## config.mk

```make
export PLATFORM = sky130hd
export DESIGN_NAME = ism_top
export DESIGN_NICKNAME = d
export VERILOG_FILES = /design/src/verilog/ism_pkg.sv /design/src/verilog/ism_addr_match.sv /design/src/verilog/ism_line_sync.sv /design/src/verilog/ism_top.sv
export SDC_FILE = /design/constraint.sdc
export NUM_CORES = 1
export LEC_CHECK = 0
export ABC_AREA = 1
export BUFFER_PORTS_ARGS = -buffer_cell sky130_fd_sc_hd__buf_2
export CAP_MARGIN = 10
export CORE_MARGIN = 1.5
export CORE_UTILIZATION = 50
export CTS_BUF_LIST = sky130_fd_sc_hd__clkbuf_8
export DETAILED_ROUTE_END_ITERATION = 10
export PLACE_DENSITY = 0.78
export SYNTH_ARGS = -nofsm -noshare
export SYNTH_HDL_FRONTEND = slang
export SYNTH_SLANG_ARGS = --single-unit
```

## constraint.sdc

```tcl
create_clock -name CLOCK_I -period 1.4 [get_ports CLOCK_I]
set_input_delay 0.14 -clock CLOCK_I [delete_from_list [all_inputs] [get_ports CLOCK_I]]
set_output_delay 0.14 -clock CLOCK_I [all_outputs]
set_load 0.05 [all_outputs]
```

## src/verilog/ism_pkg.sv

```systemverilog
// Constants, register map and carrier types of the I2C status and address mask block
package ism_pkg;
	// ------------------------------------------------------------
	// Register map
	// ------------------------------------------------------------
	localparam logic [3:0] ADDR_BUS_STATUS = 4'h0;
	localparam logic [3:0] ADDR_ADDRESS_MASK = 4'h1;
	localparam logic [3:0] ADDR_RECEIVE_HOLD = 4'h2;
	localparam logic [3:0] ADDR_TRANSMIT_HOLD = 4'h3;
	localparam logic [3:0] ADDR_OWN_ADDRESS = 4'h4;
	localparam logic [3:0] ADDR_EVENT_STATUS = 4'h5;
	localparam logic [3:0] ADDR_EVENT_MASK = 4'h6;
	localparam logic [3:0] ADDR_CONTROL = 4'h7;

	// ------------------------------------------------------------
	// Field layout and reset values
	// ------------------------------------------------------------
	localparam int BIT_START_SEEN = 3;
	localparam int BIT_DIRECTION = 2;
	localparam int BIT_RECEIVE_FULL = 1;
	localparam int BIT_TRANSMIT_FULL = 0;
	localparam int MASK_WIDTH = 10;
	localparam logic [9:0] MASK_RESET = 10'h000;
	localparam logic [9:0] OWN_ADDRESS_RESET = 10'h000;
	localparam logic [15:0] UNMAPPED_READ = 16'h0000;
	localparam int EV_WIDTH = 4;
	localparam int EV_START = 0;
	localparam int EV_STOP = 1;
	localparam int EV_RECEIVED = 2;
	localparam int EV_SENT = 3;
	localparam int CTRL_TEN_BIT = 0;

	// ------------------------------------------------------------
	// Bus carriers
	// ------------------------------------------------------------
	typedef struct packed {
		logic scl;
		logic sda;
	} ism_line_s;

	typedef struct packed {
		logic start_seen;
		logic stop_seen;
		logic bit_valid;
		logic bit_value;
		logic scl_fall;
	} ism_cond_s;

	typedef enum logic [2:0] {
		ST_IDLE,
		ST_ADDR,
		ST_ADDR_ACK,
		ST_RX_DATA,
		ST_RX_ACK,
		ST_TX_DATA,
		ST_TX_ACK,
		ST_SKIP
	} ism_state_e;
endpackage : ism_pkg

```

## src/verilog/ism_addr_match.sv

```systemverilog
// Masked comparison of a received slave address against the own address
module ism_addr_match
	import ism_pkg::*;
(
	// Operands
	input wire logic [MASK_WIDTH-1:0] received_i,
	input wire logic [MASK_WIDTH-1:0] own_i,
	input wire logic [MASK_WIDTH-1:0] mask_i,
	// Result
	output logic match_o
);
	logic [MASK_WIDTH-1:0] bit_ok;

	genvar g;
	generate
		for (g = 0; g < MASK_WIDTH; g++)
		begin : g_bit
			// A set mask bit makes the position a wildcard
			assign bit_ok[g] = mask_i[g] | (received_i[g] == own_i[g]);
		end
	endgenerate

	assign match_o = &bit_ok;
endmodule : ism_addr_match

```

## src/verilog/ism_line_sync.sv

```systemverilog
// Two-stage synchroniser and condition detector for the I2C lines
module ism_line_sync
	import ism_pkg::*;
(
	// Clock and reset
	input wire logic clk_i,
	input wire logic rst_i,
	// Raw pins
	input wire ism_line_s line_i,
	// Detected conditions
	output ism_cond_s cond_o
);
	ism_line_s meta_q;
	ism_line_s sync_q;
	ism_line_s last_q;

	// The first stage is read by the second stage only
	always_ff @(posedge clk_i)
	begin
		if (rst_i)
		begin
			meta_q <= '{scl: 1'b1, sda: 1'b1};
			sync_q <= '{scl: 1'b1, sda: 1'b1};
			last_q <= '{scl: 1'b1, sda: 1'b1};
		end
		else
		begin
			meta_q <= line_i;
			sync_q <= meta_q;
			last_q <= sync_q;
		end
	end

	// ------------------------------------------------------------
	// Conditions: data edges while the clock line is high, clock line edges and the sampled data bit
	// ------------------------------------------------------------
	wire scl_high = sync_q.scl & last_q.scl;
	assign cond_o.start_seen = scl_high & last_q.sda & ~sync_q.sda;
	assign cond_o.stop_seen = scl_high & ~last_q.sda & sync_q.sda;
	assign cond_o.bit_valid = sync_q.scl & ~last_q.scl;
	assign cond_o.bit_value = sync_q.sda;
	assign cond_o.scl_fall = ~sync_q.scl & last_q.scl;
endmodule : ism_line_sync

```

## src/verilog/ism_top.sv

```systemverilog
// I2C slave status flags, address mask and data holding registers
module ism_top
	import ism_pkg::*;
(
	// Clock and reset
	input wire logic CLOCK_I,
	input wire logic RST_I,
	// Register port
	input wire logic [3:0] ADDR_I,
	input wire logic [15:0] WDATA_I,
	input wire logic WR_I,
	input wire logic RD_I,
	output logic [15:0] RDATA_O,
	// Interrupt
	output logic IRQ_O,
	// I2C bus, open drain
	input wire logic SCL_I,
	input wire logic SDA_I,
	output logic SDA_O,
	output logic SDA_OE_O
);
	// ------------------------------------------------------------
	// Line conditioning
	// ------------------------------------------------------------
	ism_cond_s cond;
	ism_line_s line;
	assign line = '{scl: SCL_I, sda: SDA_I};

	ism_line_sync u_sync (
		.clk_i(CLOCK_I),
		.rst_i(RST_I),
		.line_i(line),
		.cond_o(cond)
	);

	// ------------------------------------------------------------
	// Registers
	// ------------------------------------------------------------
	logic [MASK_WIDTH-1:0] mask_q;
	logic [MASK_WIDTH-1:0] own_q;
	logic ten_bit_q;
	logic [7:0] rx_hold_q;
	logic [7:0] tx_hold_q;
	logic start_seen_q;
	logic direction_q;
	logic receive_full_q;
	logic transmit_full_q;
	logic [EV_WIDTH-1:0] ev_status_q;
	logic [EV_WIDTH-1:0] ev_mask_q;
	logic irq_q;
	logic [15:0] rdata_q;

	// Protocol engine
	ism_state_e state_q;
	logic [3:0] bit_cnt_q;
	logic [7:0] shift_q;
	logic [1:0] addr_phase_q;
	logic [MASK_WIDTH-1:0] addr_rx_q;
	logic sda_drive_q;
	logic sda_out_q;

	// ------------------------------------------------------------
	// Decode
	// ------------------------------------------------------------
	wire wr_mask = WR_I & (ADDR_I == ADDR_ADDRESS_MASK);
	wire wr_own = WR_I & (ADDR_I == ADDR_OWN_ADDRESS);
	wire wr_tx = WR_I & (ADDR_I == ADDR_TRANSMIT_HOLD);
	wire wr_evmask = WR_I & (ADDR_I == ADDR_EVENT_MASK);
	wire wr_ctrl = WR_I & (ADDR_I == ADDR_CONTROL);
	wire rd_rx = RD_I & (ADDR_I == ADDR_RECEIVE_HOLD);
	wire rd_ev = RD_I & (ADDR_I == ADDR_EVENT_STATUS);

	wire [15:0] status_word = {12'h000, start_seen_q, direction_q, receive_full_q,
		transmit_full_q};
	wire [15:0] rd_mux =
		(ADDR_I == ADDR_BUS_STATUS) ? status_word :
		(ADDR_I == ADDR_ADDRESS_MASK) ? {6'h00, mask_q} :
		(ADDR_I == ADDR_RECEIVE_HOLD) ? {8'h00, rx_hold_q} :
		(ADDR_I == ADDR_TRANSMIT_HOLD) ? {8'h00, tx_hold_q} :
		(ADDR_I == ADDR_OWN_ADDRESS) ? {6'h00, own_q} :
		(ADDR_I == ADDR_EVENT_STATUS) ? {12'h000, ev_status_q} :
		(ADDR_I == ADDR_EVENT_MASK) ? {12'h000, ev_mask_q} :
		(ADDR_I == ADDR_CONTROL) ? {15'h0000, ten_bit_q} : UNMAPPED_READ;

	// ------------------------------------------------------------
	// Address matching
	// ------------------------------------------------------------
	// The eighth bit is not yet shifted in when the byte completes, so merge it here
	wire [7:0] byte_in = {shift_q[6:0], cond.bit_value};
	// Seven-bit mode compares the low seven bits; upper ones are masked off
	wire [MASK_WIDTH-1:0] cmp_addr = ten_bit_q ? {addr_rx_q[8:7], byte_in} :
		{3'h0, byte_in[7:1]};
	wire [MASK_WIDTH-1:0] cmp_mask = ten_bit_q ? mask_q : (mask_q | 10'h380);
	wire addr_match;

	ism_addr_match u_match (
		.received_i(cmp_addr),
		.own_i(own_q),
		.mask_i(cmp_mask),
		.match_o(addr_match)
	);

	// Ten-bit header: 11110 A9 A8 R/W
	wire header_ok = (byte_in[7:3] == 5'h1e);

	// ------------------------------------------------------------
	// Engine events
	// ------------------------------------------------------------
	wire byte_done = cond.bit_valid & (bit_cnt_q == 4'h7);
	wire ack_clock = cond.bit_valid;
	wire rx_load = (state_q == ST_RX_DATA) & byte_done;
	wire tx_done = (state_q == ST_TX_ACK) & ack_clock & transmit_full_q;
	wire addr_take = (state_q == ST_ADDR) & byte_done;
	wire addr_final = addr_take & (~ten_bit_q | (addr_phase_q == 2'h1));
	wire addr_hit = addr_final & (ten_bit_q ? addr_match : addr_match);
	wire first_hdr = addr_take & ten_bit_q & (addr_phase_q == 2'h0) & header_ok;
	wire [EV_WIDTH-1:0] events = {tx_done, rx_load, cond.stop_seen, cond.start_seen};

	// ------------------------------------------------------------
	// Status flags
	// ------------------------------------------------------------
	always_ff @(posedge CLOCK_I)
	begin
		if (RST_I)
		begin
			start_seen_q <= 1'b0;
			direction_q <= 1'b0;
			receive_full_q <= 1'b0;
			transmit_full_q <= 1'b0;
		end
		else
		begin
			if (cond.start_seen)
				start_seen_q <= 1'b1;
			else if (cond.stop_seen)
				start_seen_q <= 1'b0;
			if (addr_hit)
				direction_q <= ten_bit_q ? addr_rx_q[9] : byte_in[0];
			// Hardware set beats a same-cycle software read
			if (rx_load)
				receive_full_q <= 1'b1;
			else if (rd_rx)
				receive_full_q <= 1'b0;
			if (wr_tx)
				transmit_full_q <= 1'b1;
			else if (tx_done)
				transmit_full_q <= 1'b0;
		end
	end

	// ------------------------------------------------------------
	// Software registers and holding registers
	// ------------------------------------------------------------
	always_ff @(posedge CLOCK_I)
	begin
		if (RST_I)
		begin
			mask_q <= MASK_RESET;
			own_q <= OWN_ADDRESS_RESET;
			ten_bit_q <= 1'b0;
			ev_mask_q <= '0;
			tx_hold_q <= 8'h00;
			rx_hold_q <= 8'h00;
		end
		else
		begin
			if (wr_mask)
				mask_q <= WDATA_I[MASK_WIDTH-1:0];
			if (wr_own)
				own_q <= WDATA_I[MASK_WIDTH-1:0];
			if (wr_ctrl)
				ten_bit_q <= WDATA_I[CTRL_TEN_BIT];
			if (wr_evmask)
				ev_mask_q <= WDATA_I[EV_WIDTH-1:0];
			if (wr_tx)
				tx_hold_q <= WDATA_I[7:0];
			if (rx_load)
				rx_hold_q <= byte_in;
		end
	end

	// ------------------------------------------------------------
	// Interrupt status: sticky, cleared by reading; new events win
	// ------------------------------------------------------------
	always_ff @(posedge CLOCK_I)
	begin
		if (RST_I)
		begin
			ev_status_q <= '0;
			irq_q <= 1'b0;
			rdata_q <= 16'h0000;
		end
		else
		begin
			ev_status_q <= (rd_ev ? '0 : ev_status_q) | events;
			irq_q <= |(((rd_ev ? '0 : ev_status_q) | events) & ev_mask_q);
			rdata_q <= RD_I ? rd_mux : 16'h0000;
		end
	end

	// ------------------------------------------------------------
	// Slave protocol engine
	// ------------------------------------------------------------
	// The shift register keeps the last byte: bit 0 holds the latest sample
	always_ff @(posedge CLOCK_I)
	begin
		if (RST_I)
		begin
			state_q <= ST_IDLE;
			bit_cnt_q <= 4'h0;
			shift_q <= 8'h00;
			addr_phase_q <= 2'h0;
			addr_rx_q <= '0;
		end
		else if (cond.stop_seen)
		begin
			state_q <= ST_IDLE;
			addr_phase_q <= 2'h0;
		end
		else if (cond.start_seen)
		begin
			state_q <= ST_ADDR;
			bit_cnt_q <= 4'h0;
			addr_phase_q <= 2'h0;
		end
		else
		begin
			unique case (state_q)
				ST_IDLE, ST_SKIP:
					state_q <= state_q;
				ST_ADDR, ST_RX_DATA:
					if (cond.bit_valid)
					begin
						shift_q <= {shift_q[6:0], cond.bit_value};
						bit_cnt_q <= bit_cnt_q + 4'h1;
						if (byte_done)
						begin
							bit_cnt_q <= 4'h0;
							if (state_q == ST_RX_DATA)
								state_q <= ST_RX_ACK;
							else if (first_hdr)
							begin
								addr_phase_q <= 2'h1;
								addr_rx_q <= {cond.bit_value, byte_in[2:1], 7'h00};
								state_q <= ST_ADDR_ACK;
							end
							else if (addr_hit)
								state_q <= ST_ADDR_ACK;
							else
								state_q <= ST_SKIP;
						end
					end
				ST_ADDR_ACK:
					if (cond.bit_valid)
						state_q <= (addr_phase_q == 2'h1 && ten_bit_q && bit_cnt_q == 4'h0
							&& !direction_q && addr_rx_q[9:7] != 3'h0 && 1'b0) ? ST_ADDR :
							addr_phase_q == 2'h1 ? ST_ADDR :
							(direction_q ? ST_TX_DATA : ST_RX_DATA);
				ST_RX_ACK:
					if (cond.bit_valid)
						state_q <= ST_RX_DATA;
				ST_TX_DATA:
					if (byte_done)
					begin
						bit_cnt_q <= 4'h0;
						state_q <= ST_TX_ACK;
					end
					else if (cond.bit_valid)
						bit_cnt_q <= bit_cnt_q + 4'h1;
				ST_TX_ACK:
					if (ack_clock)
						state_q <= cond.bit_value ? ST_SKIP : ST_TX_DATA;
			endcase
			if (addr_hit & (addr_phase_q == 2'h1))
				addr_phase_q <= 2'h2;
		end
	end

	// ------------------------------------------------------------
	// Data line drive: set on a clock line fall, released on a start or stop condition
	// ------------------------------------------------------------
	always_ff @(posedge CLOCK_I)
	begin
		if (RST_I)
		begin
			sda_drive_q <= 1'b0;
			sda_out_q <= 1'b0;
		end
		else if (cond.stop_seen | cond.start_seen)
			sda_drive_q <= 1'b0;
		else if (cond.scl_fall)
		begin
			unique case (state_q)
				ST_ADDR_ACK, ST_RX_ACK:
					sda_drive_q <= 1'b1;
				ST_TX_DATA:
					sda_drive_q <= ~tx_hold_q[3'h7 - bit_cnt_q[2:0]];
				default:
					sda_drive_q <= 1'b0;
			endcase
		end
	end

	// Open drain: the line is only ever pulled low
	assign RDATA_O = rdata_q;
	assign IRQ_O = irq_q;
	assign SDA_O = sda_out_q;
	assign SDA_OE_O = sda_drive_q;
endmodule : ism_top
```

==> metrics.txt, run 1 <==
Syn-to-layout area delta 22.2%; count of input and output buffers 31; met3 wire len slightly above 700 um; path depth of the worst reg2reg path 8; worst r2r dst state_q[2]$_SDFFE_PP0P_; post-DR vias/cell 5.45; Hold EP own_q[9]$_SDFFE_PP0P_; register area share after synthesis ~42%; Max-cap violations 0; number of global-route vias before repair 3851; clock buffer count from CTS 9; Hold Path Origin WDATA_I[9]; I/O pin count 45; DRT met1 WL 4.86 mm; Netlist cell types 36; synthesized area per cell 6.99 um2; GRT Total Usage between 20 and 30%; Leakage 2.11 nW; Hold Crit Depth 3; Pins Over Slew Limit 0; setup ws final -0.125 ns; number of clock sinks 86; area of the multi-input gates 2000 um2; worst-path cell chain inv_1, nand2_1, buf_4, nor3_1, a21oi_1, nor2_2, nand3_1, a21oi_1; Max VDD drop ~0.48 mV; CP endpoint kind flip-flop; row count 32; Initial Utilization 51.9%; gr ovfl total 0; clock-pin slew on the worst setup and hold paths about 0.10 ns; status finished with violations; Root Driver clkbuf_8; CTS max path bufs 2; Detail Route Antenna Nets 0; first-pass detailed-route iteration total 5; startpoint types flip-flop; fraction of layout cells with a size suffix above 1 23.1%; endpoints failing setup 24; routability cong. 0.933; Crit Path Max Fanout 4; TritonCTS clock tree built; skew final 0.0129 ns; synthesized area ~4100 um2; drc violations 0; Clock Latency Late Sink 0.37 ns; crit path kind flip-flop to flip-flop; largest net degree at the start of global routing 26; Slowest cell on crit path dfxtp_1; initial antenna violation count 0; routed len/inst roughly 15 um; WHS about 0.042 ns; Final HPWL DP 8.13 mm; CP peak stage delay 0.36 ns; synthesized flop and latch total 86; first-pass GRT wire length 18.4 mm; chip height 93.1 um; Core Footprint 7810 um2; worst path arrival time 1.81 ns; PD cells around 930 nW/um2; Cells after Synth 580; fin crit share 109%; Tot Pwr 4.61 mW; filler instances 663; Final nets 680; full die area around 8700 um2; Final min period around 1.5 ns; final hold vios 0; initial drt markers 349; fmax 656 MHz; via count between 4000 and 5000; Synth warnings 0; FF+latch area between 1500 and 2000 um2; max layer used met4; Post-Route WL between 10 and 15 mm; met2 WL post-DR 5.59 mm; ant diodes 0; WP data required 1.69 ns; critical path's most frequent cell a21oi_1; CTS H-Tree Depth 3; Reg-to-Reg Start state_q[0]$_SDFFE_PP0P_; Reg2Reg Setup Slack -0.13 ns; DIE WIDTH around 93 um; failing checks setup timing; RSZ-0062 raised after global routing yes; worst min path class input pin to flip-flop
registers in the layout (all words and copies together), names as in the netlist, 4 cells and up:
name         cells
rx_hold_q        8
ev_status_q      4
shift_q          7
RDATA_O         10
own_q           10
mask_q          10
bit_cnt_q        4
tx_hold_q        8
ev_mask_q        4
worst max-delay path by stage:
stage,from,to,slack (ns),cells after the start
CTS,bit_cnt_q[1]$_SDFFE_PP0P_,addr_phase_q[1]$_SDFFE_PP0P_,-0.11,11
finish,state_q[0]$_SDFFE_PP0P_,state_q[2]$_SDFFE_PP0P_,-0.13,8
detailed placement,ten_bit_q$_SDFFE_PP0P_,addr_phase_q[1]$_SDFFE_PP0P_,-0.23,10
global route,state_q[0]$_SDFFE_PP0P_,state_q[2]$_SDFFE_PP0P_,-0.22,8
floorplan,bit_cnt_q[1]$_SDFFE_PP0P_,bit_cnt_q[0]$_SDFFE_PP0P_,-0.02,10
global placement,ten_bit_q$_SDFFE_PP0P_,addr_phase_q[1]$_SDFFE_PP0P_,-0.17,10
logic make-up after synthesis:
family | count (synthesis) | synth area share (%)
simple gates | 217 | 24.6
xor+xnor | 1 | 0.216
buf+inv | 111 | 11.4
fa+ha+maj | 1 | 0.308
other cells | 1 | 0.0925
compound gates | 163 | 21.0
flops | 86 | 42.5
synth_stat cells, drive strengths merged:
master,count,area (um2)
nand2,112,455
dfxtp,86,1720
inv,85,322
a21oi,78,390
o21ai,71,359
nor2,50,233
nand3,42,233
buf,14,92.6
clkbuf,10,37.5
o211ai,6,45.0
nor3,5,25.0
or2,5,31.3
o22ai,3,18.8
a31oi,2,12.5
clkinv,2,8.75
nand4,2,12.5
o2111ai,2,17.5
conb,1,3.75
ha,1,12.5
nor4,1,6.26
o31a,1,8.76
xnor2,1,8.76
placed cells by master (no fill, tap or decap), drive strengths merged:
cell type	count
a21oi	78
conb	7
nand3	42
clkbuf	10
nand2	112
o21ai	71
bufbuf	1
o31a	1
nor2	50
nor4	1
o22ai	3
xnor2	1
inv	86
o211ai	6
dlygate4sd3	2
clkinv	7
a31oi	2
o2111ai	2
or2	5
ha	1
nand4	2
buf	77
dfxtp	86
nor3	5
metrics by stage:
step	TNS (ns)	cells	util [%]	instance area, um2	setup slack [ns]
3_3_place_gp	-1.67	735	58.6	4570	-0.170
2_1_floorplan	-0.0522	586	-	4100	-0.0184
6_report	-1.54	760	63.5	4960	-0.125
4_1_cts	-1.16	757	62.3	4860	-0.115
5_1_grt	-3.12	760	63.5	4960	-0.223
3_5_place_dp	-2.55	735	58.6	4570	-0.227
timing repair:
item | in CTS | in global routing
gates cloned | 1 | 0
setup buffers | 3 | 3
endpoints found under the hold margin | 2 | 0
pin swaps | 8 | 9
endpoints found under the setup margin | 14 | 26
hold buffers | 2 | 0
gates resized for setup | 12 | 27
area by class of cell:
cell class | instances | share of cell area (%)
Sequential cell | 86 | 34.9
Multi-Input combinational cell | 389 | 40.3
Clock inverter | 6 | 0.909
Inverter | 87 | 6.79
Tap cell | 102 | 2.58
Clock buffer | 10 | 2.78
Timing Repair Buffer | 80 | 11.7
critical path, delay by kind of cell (launching register included):
| kind | cells | cell delay, ns |
|---|---|---|
| AO/OA/AOI/OAI | 2 | 0.28 |
| AND/OR/NAND/NOR | 4 | 0.54 |
| buffers and inverters | 2 | 0.28 |
| flip-flops | 1 | 0.36 |
where the power goes:
part           total [mW]  internal, mW  switching [mW]  leakage (nW)
clock                1.65         0.703           0.943        0.0966
combinational       0.449         0.147           0.302          1.32
sequential           2.52          2.49          0.0314         0.698
total                4.61          3.34            1.28          2.11
metal layers:
metal  global-route usage [%]  vias to the layer above
li1                         -                     2027
met1                     34.5                     1891
met2                     45.7                      191
met3                     5.12                       30
met4                     10.6                        0
met5                        0                        -
Power figures use the tool's default switching activity.
==> run 2: changes to the inputs <==
--- a/config.mk
+++ b/config.mk
@@ -6,13 +6,14 @@
 export NUM_CORES = 1
 export LEC_CHECK = 0
 export ABC_AREA = 1
-export BUFFER_PORTS_ARGS = -buffer_cell sky130_fd_sc_hd__buf_2
 export CAP_MARGIN = 10
 export CORE_MARGIN = 1.5
 export CORE_UTILIZATION = 50
 export CTS_BUF_LIST = sky130_fd_sc_hd__clkbuf_8
 export DETAILED_ROUTE_END_ITERATION = 10
-export PLACE_DENSITY = 0.78
+export DONT_BUFFER_PORTS = 1
+export PLACE_DENSITY = 0.74
+export REMOVE_ABC_BUFFERS = 1
 export SYNTH_ARGS = -nofsm -noshare
 export SYNTH_HDL_FRONTEND = slang
 export SYNTH_SLANG_ARGS = --single-unit
==> run 2 against run 1 <==
Net effect:
- the run still ends with setup timing left
- cell area is 1.7% higher
- utilization is 1.1 points higher
- die area stayed put
- sequential cell count stayed put
- wire length is 2.2% higher
- clock-buffer cell count stayed put
- fmax is 0.88% lower
- via count is 0.19% lower
- non-clock buffer count is 12 lower
- largest cell class unchanged
- highest routed layer unchanged
==> metrics.txt, run 2 (synthesized netlist as in run 1, its figures left out) <==
WP data required 1.67 ns (-0.02 ns); first-pass GRT wire length 18.4 mm (+0.34%); Reg-to-Reg Start bit_cnt_q[1]$_SDFFE_PP0P_; worst min path class input pin to flip-flop; post-DR vias/cell 5.52 (+1.4%); Core Footprint 7810 um2 (unchanged); fmax 650 MHz (-0.88%); Post-Route WL 11.7 mm (+2.2%); skew final 0.00967 ns (-0.00322 ns); setup_tns -2.00 ns (-0.459 ns); Max VDD drop 0.671 mV (+41%); CP endpoint kind flip-flop; met3 wire len 727 um (+0.41%); Place WS -0.212 ns (+0.0159 ns); WHS 0.00845 ns (-0.0337 ns); Reg2Reg Setup Slack -0.14 ns (about the same); I/O pin count 45 (unchanged); row count 32 (unchanged); path depth of the worst reg2reg path 10 (+2); clock share of power 39.5% (+3.8 points); routability cong. 0.965 (+3.5%); slew margin rel. 47.4%; CTS max path bufs 2 (unchanged); cell count after placement 705 (-4.1%); Sw Ratio 25.0% (-2.7 points); status finished with violations; endpoints failing setup 22 (-8.3%); Comb pwr share 9.0% (-0.7 points); fin crit share 110% (+0.97 points); worst r2r dst direction_q$_SDFFE_PP0N_; Hold EP tx_hold_q[1]$_SDFFE_PP0P_; design area 5040 um2 (+1.7%); clock-pin slew on the worst setup and hold paths 0.08 ns (-0.02 ns); Root Driver clkbuf_8; GRT Total Usage 27.6% (+0.36 points); NetSw 1.23 mW (-4.0%); sequential share of power 51.5% (-3.1 points); first-pass detailed-route iteration total 5 (unchanged); worst path arrival time 1.81 ns (about the same); DIE WIDTH 93.1 um (unchanged); Tightest Pin Transition 0.789 ns; count of input and output buffers 0 (-100%); Syn-to-layout area delta 24.3%; ant diodes 0 (unchanged); crit path kind flip-flop to flip-flop; routed len/inst 15.7 um (+3.8%); DRT met1 WL 5.06 mm (+3.9%); Hold Path Origin WDATA_I[1]; most frequent cells in the layout nand2_1, dfxtp_1, inv_1; setup ws final -0.139 ns (-0.0135 ns); failing checks setup timing; Clock Latency Late Sink 0.37 ns (about the same); Final HPWL DP 7.90 mm (-2.8%); max layer used met4; via count 4131 (-0.19%); drc violations 0 (unchanged); commonest non-fill, non-tap cell in the layout nand2_1; number of global-route vias before repair 3839 (-0.31%); gr ovfl total 0 (unchanged); Pint 3.68 mW (+10%); Pins Over Slew Limit 0 (unchanged); fin util 64.6% (+1.1 points); Final nets 668 (-1.8%); initial antenna violation count 0 (unchanged); Hold Crit Depth 2 (-1); Initial Utilization 51.9% (unchanged); Tot Pwr 4.90 mW (+6.4%); number of clock sinks 86 (unchanged); Crit Path Max Fanout 5 (+1); largest net degree at the start of global routing 29 (+12%); final hold vios 0 (unchanged); initial drt markers 350 (+0.29%); CTS H-Tree Depth 3 (unchanged); Max-cap violations 0 (unchanged); TritonCTS clock tree built; startpoint types flip-flop; full die area 8660 um2 (unchanged); fraction of layout cells with a size suffix above 1 20.0% (-3.1 points); Placed Area 4410 um2 (-3.6%); clock buffer count from CTS 9 (unchanged); met2 WL post-DR 5.62 mm (+0.57%); Non-Filler Instances 748 (-1.6%); RSZ-0062 raised after global routing yes; Leakage 2.08 nW (-1.3%); Final min period 1.54 ns (+0.0135 ns); Detail Route Antenna Nets 0 (unchanged); chip height 93.1 um (unchanged); PD cells 973 nW/um2 (+4.6%)
-- run 2: final cells by class --
| type | count | area [um2] |
|---|---|---|
| Fill cell | 673 | 2770 |
| Multi-Input combinational cell | 389 | 2020 |
| Sequential cell | 86 | 1730 |
| Timing Repair Buffer | 68 | 607 |
| Inverter | 87 | 339 |
| Clock buffer | 10 | 138 |
| Tap cell | 102 | 128 |
| Clock inverter | 6 | 78.8 |
-- run 2: repair_timing --
| item | in CTS | in global routing |
|---|---|---|
| hold endpoints to repair | 48 | 0 |
| gates cloned | 1 | 0 |
| gates resized for setup | 29 | 28 |
| hold buffers | 18 | 0 |
| setup endpoints to repair | 21 | 36 |
| pin swaps | 12 | 11 |
| buffers inserted | 4 | 4 |
-- run 2: per-layer routing --
layer	vias to the layer above	global-route usage, %
li1	1994	-
met1	1949	35.3
met2	159	45.2
met3	29	4.72
met4	0	13.0
met5	-	0
-- run 2: critical path, stage by stage (launching register included) --
cell and delay, ns:
dfxtp_2 0.37, ha_4 0.15, nand2_4 0.06, nor2_4 0.15, nand2_4 0.09, nor2_4 0.12, nand2_2 0.08, nor2_4 0.10
nand3_4 0.12, o21ai_2 0.15, nor2_1 0.05
-- run 2: worst max-delay path by stage --
stage | startpoint | endpoint | slack (ns) | depth (start not counted)
2_1_floorplan | bit_cnt_q[0]$_SDFFE_PP0P_ | bit_cnt_q[1]$_SDFFE_PP0P_ | -0.17 | 10
3_3_place_gp | ten_bit_q$_SDFFE_PP0P_ | direction_q$_SDFFE_PP0N_ | -0.13 | 9
3_5_place_dp | ten_bit_q$_SDFFE_PP0P_ | direction_q$_SDFFE_PP0N_ | -0.21 | 9
4_1_cts | bit_cnt_q[1]$_SDFFE_PP0P_ | addr_phase_q[1]$_SDFFE_PP0P_ | -0.16 | 11
5_1_grt | bit_cnt_q[1]$_SDFFE_PP0P_ | addr_phase_q[1]$_SDFFE_PP0P_ | -0.20 | 11
6_report | bit_cnt_q[1]$_SDFFE_PP0P_ | direction_q$_SDFFE_PP0N_ | -0.14 | 10
-- run 2: power by group through the flow --
stage	registers, mW	clock network, mW	logic, mW
floorplan	2.58	0	0.237
global placement	2.57	0	0.342
detailed placement	2.57	0	0.350
CTS	2.52	1.94	0.414
global route	2.53	2.04	0.481
finish	2.52	1.94	0.440
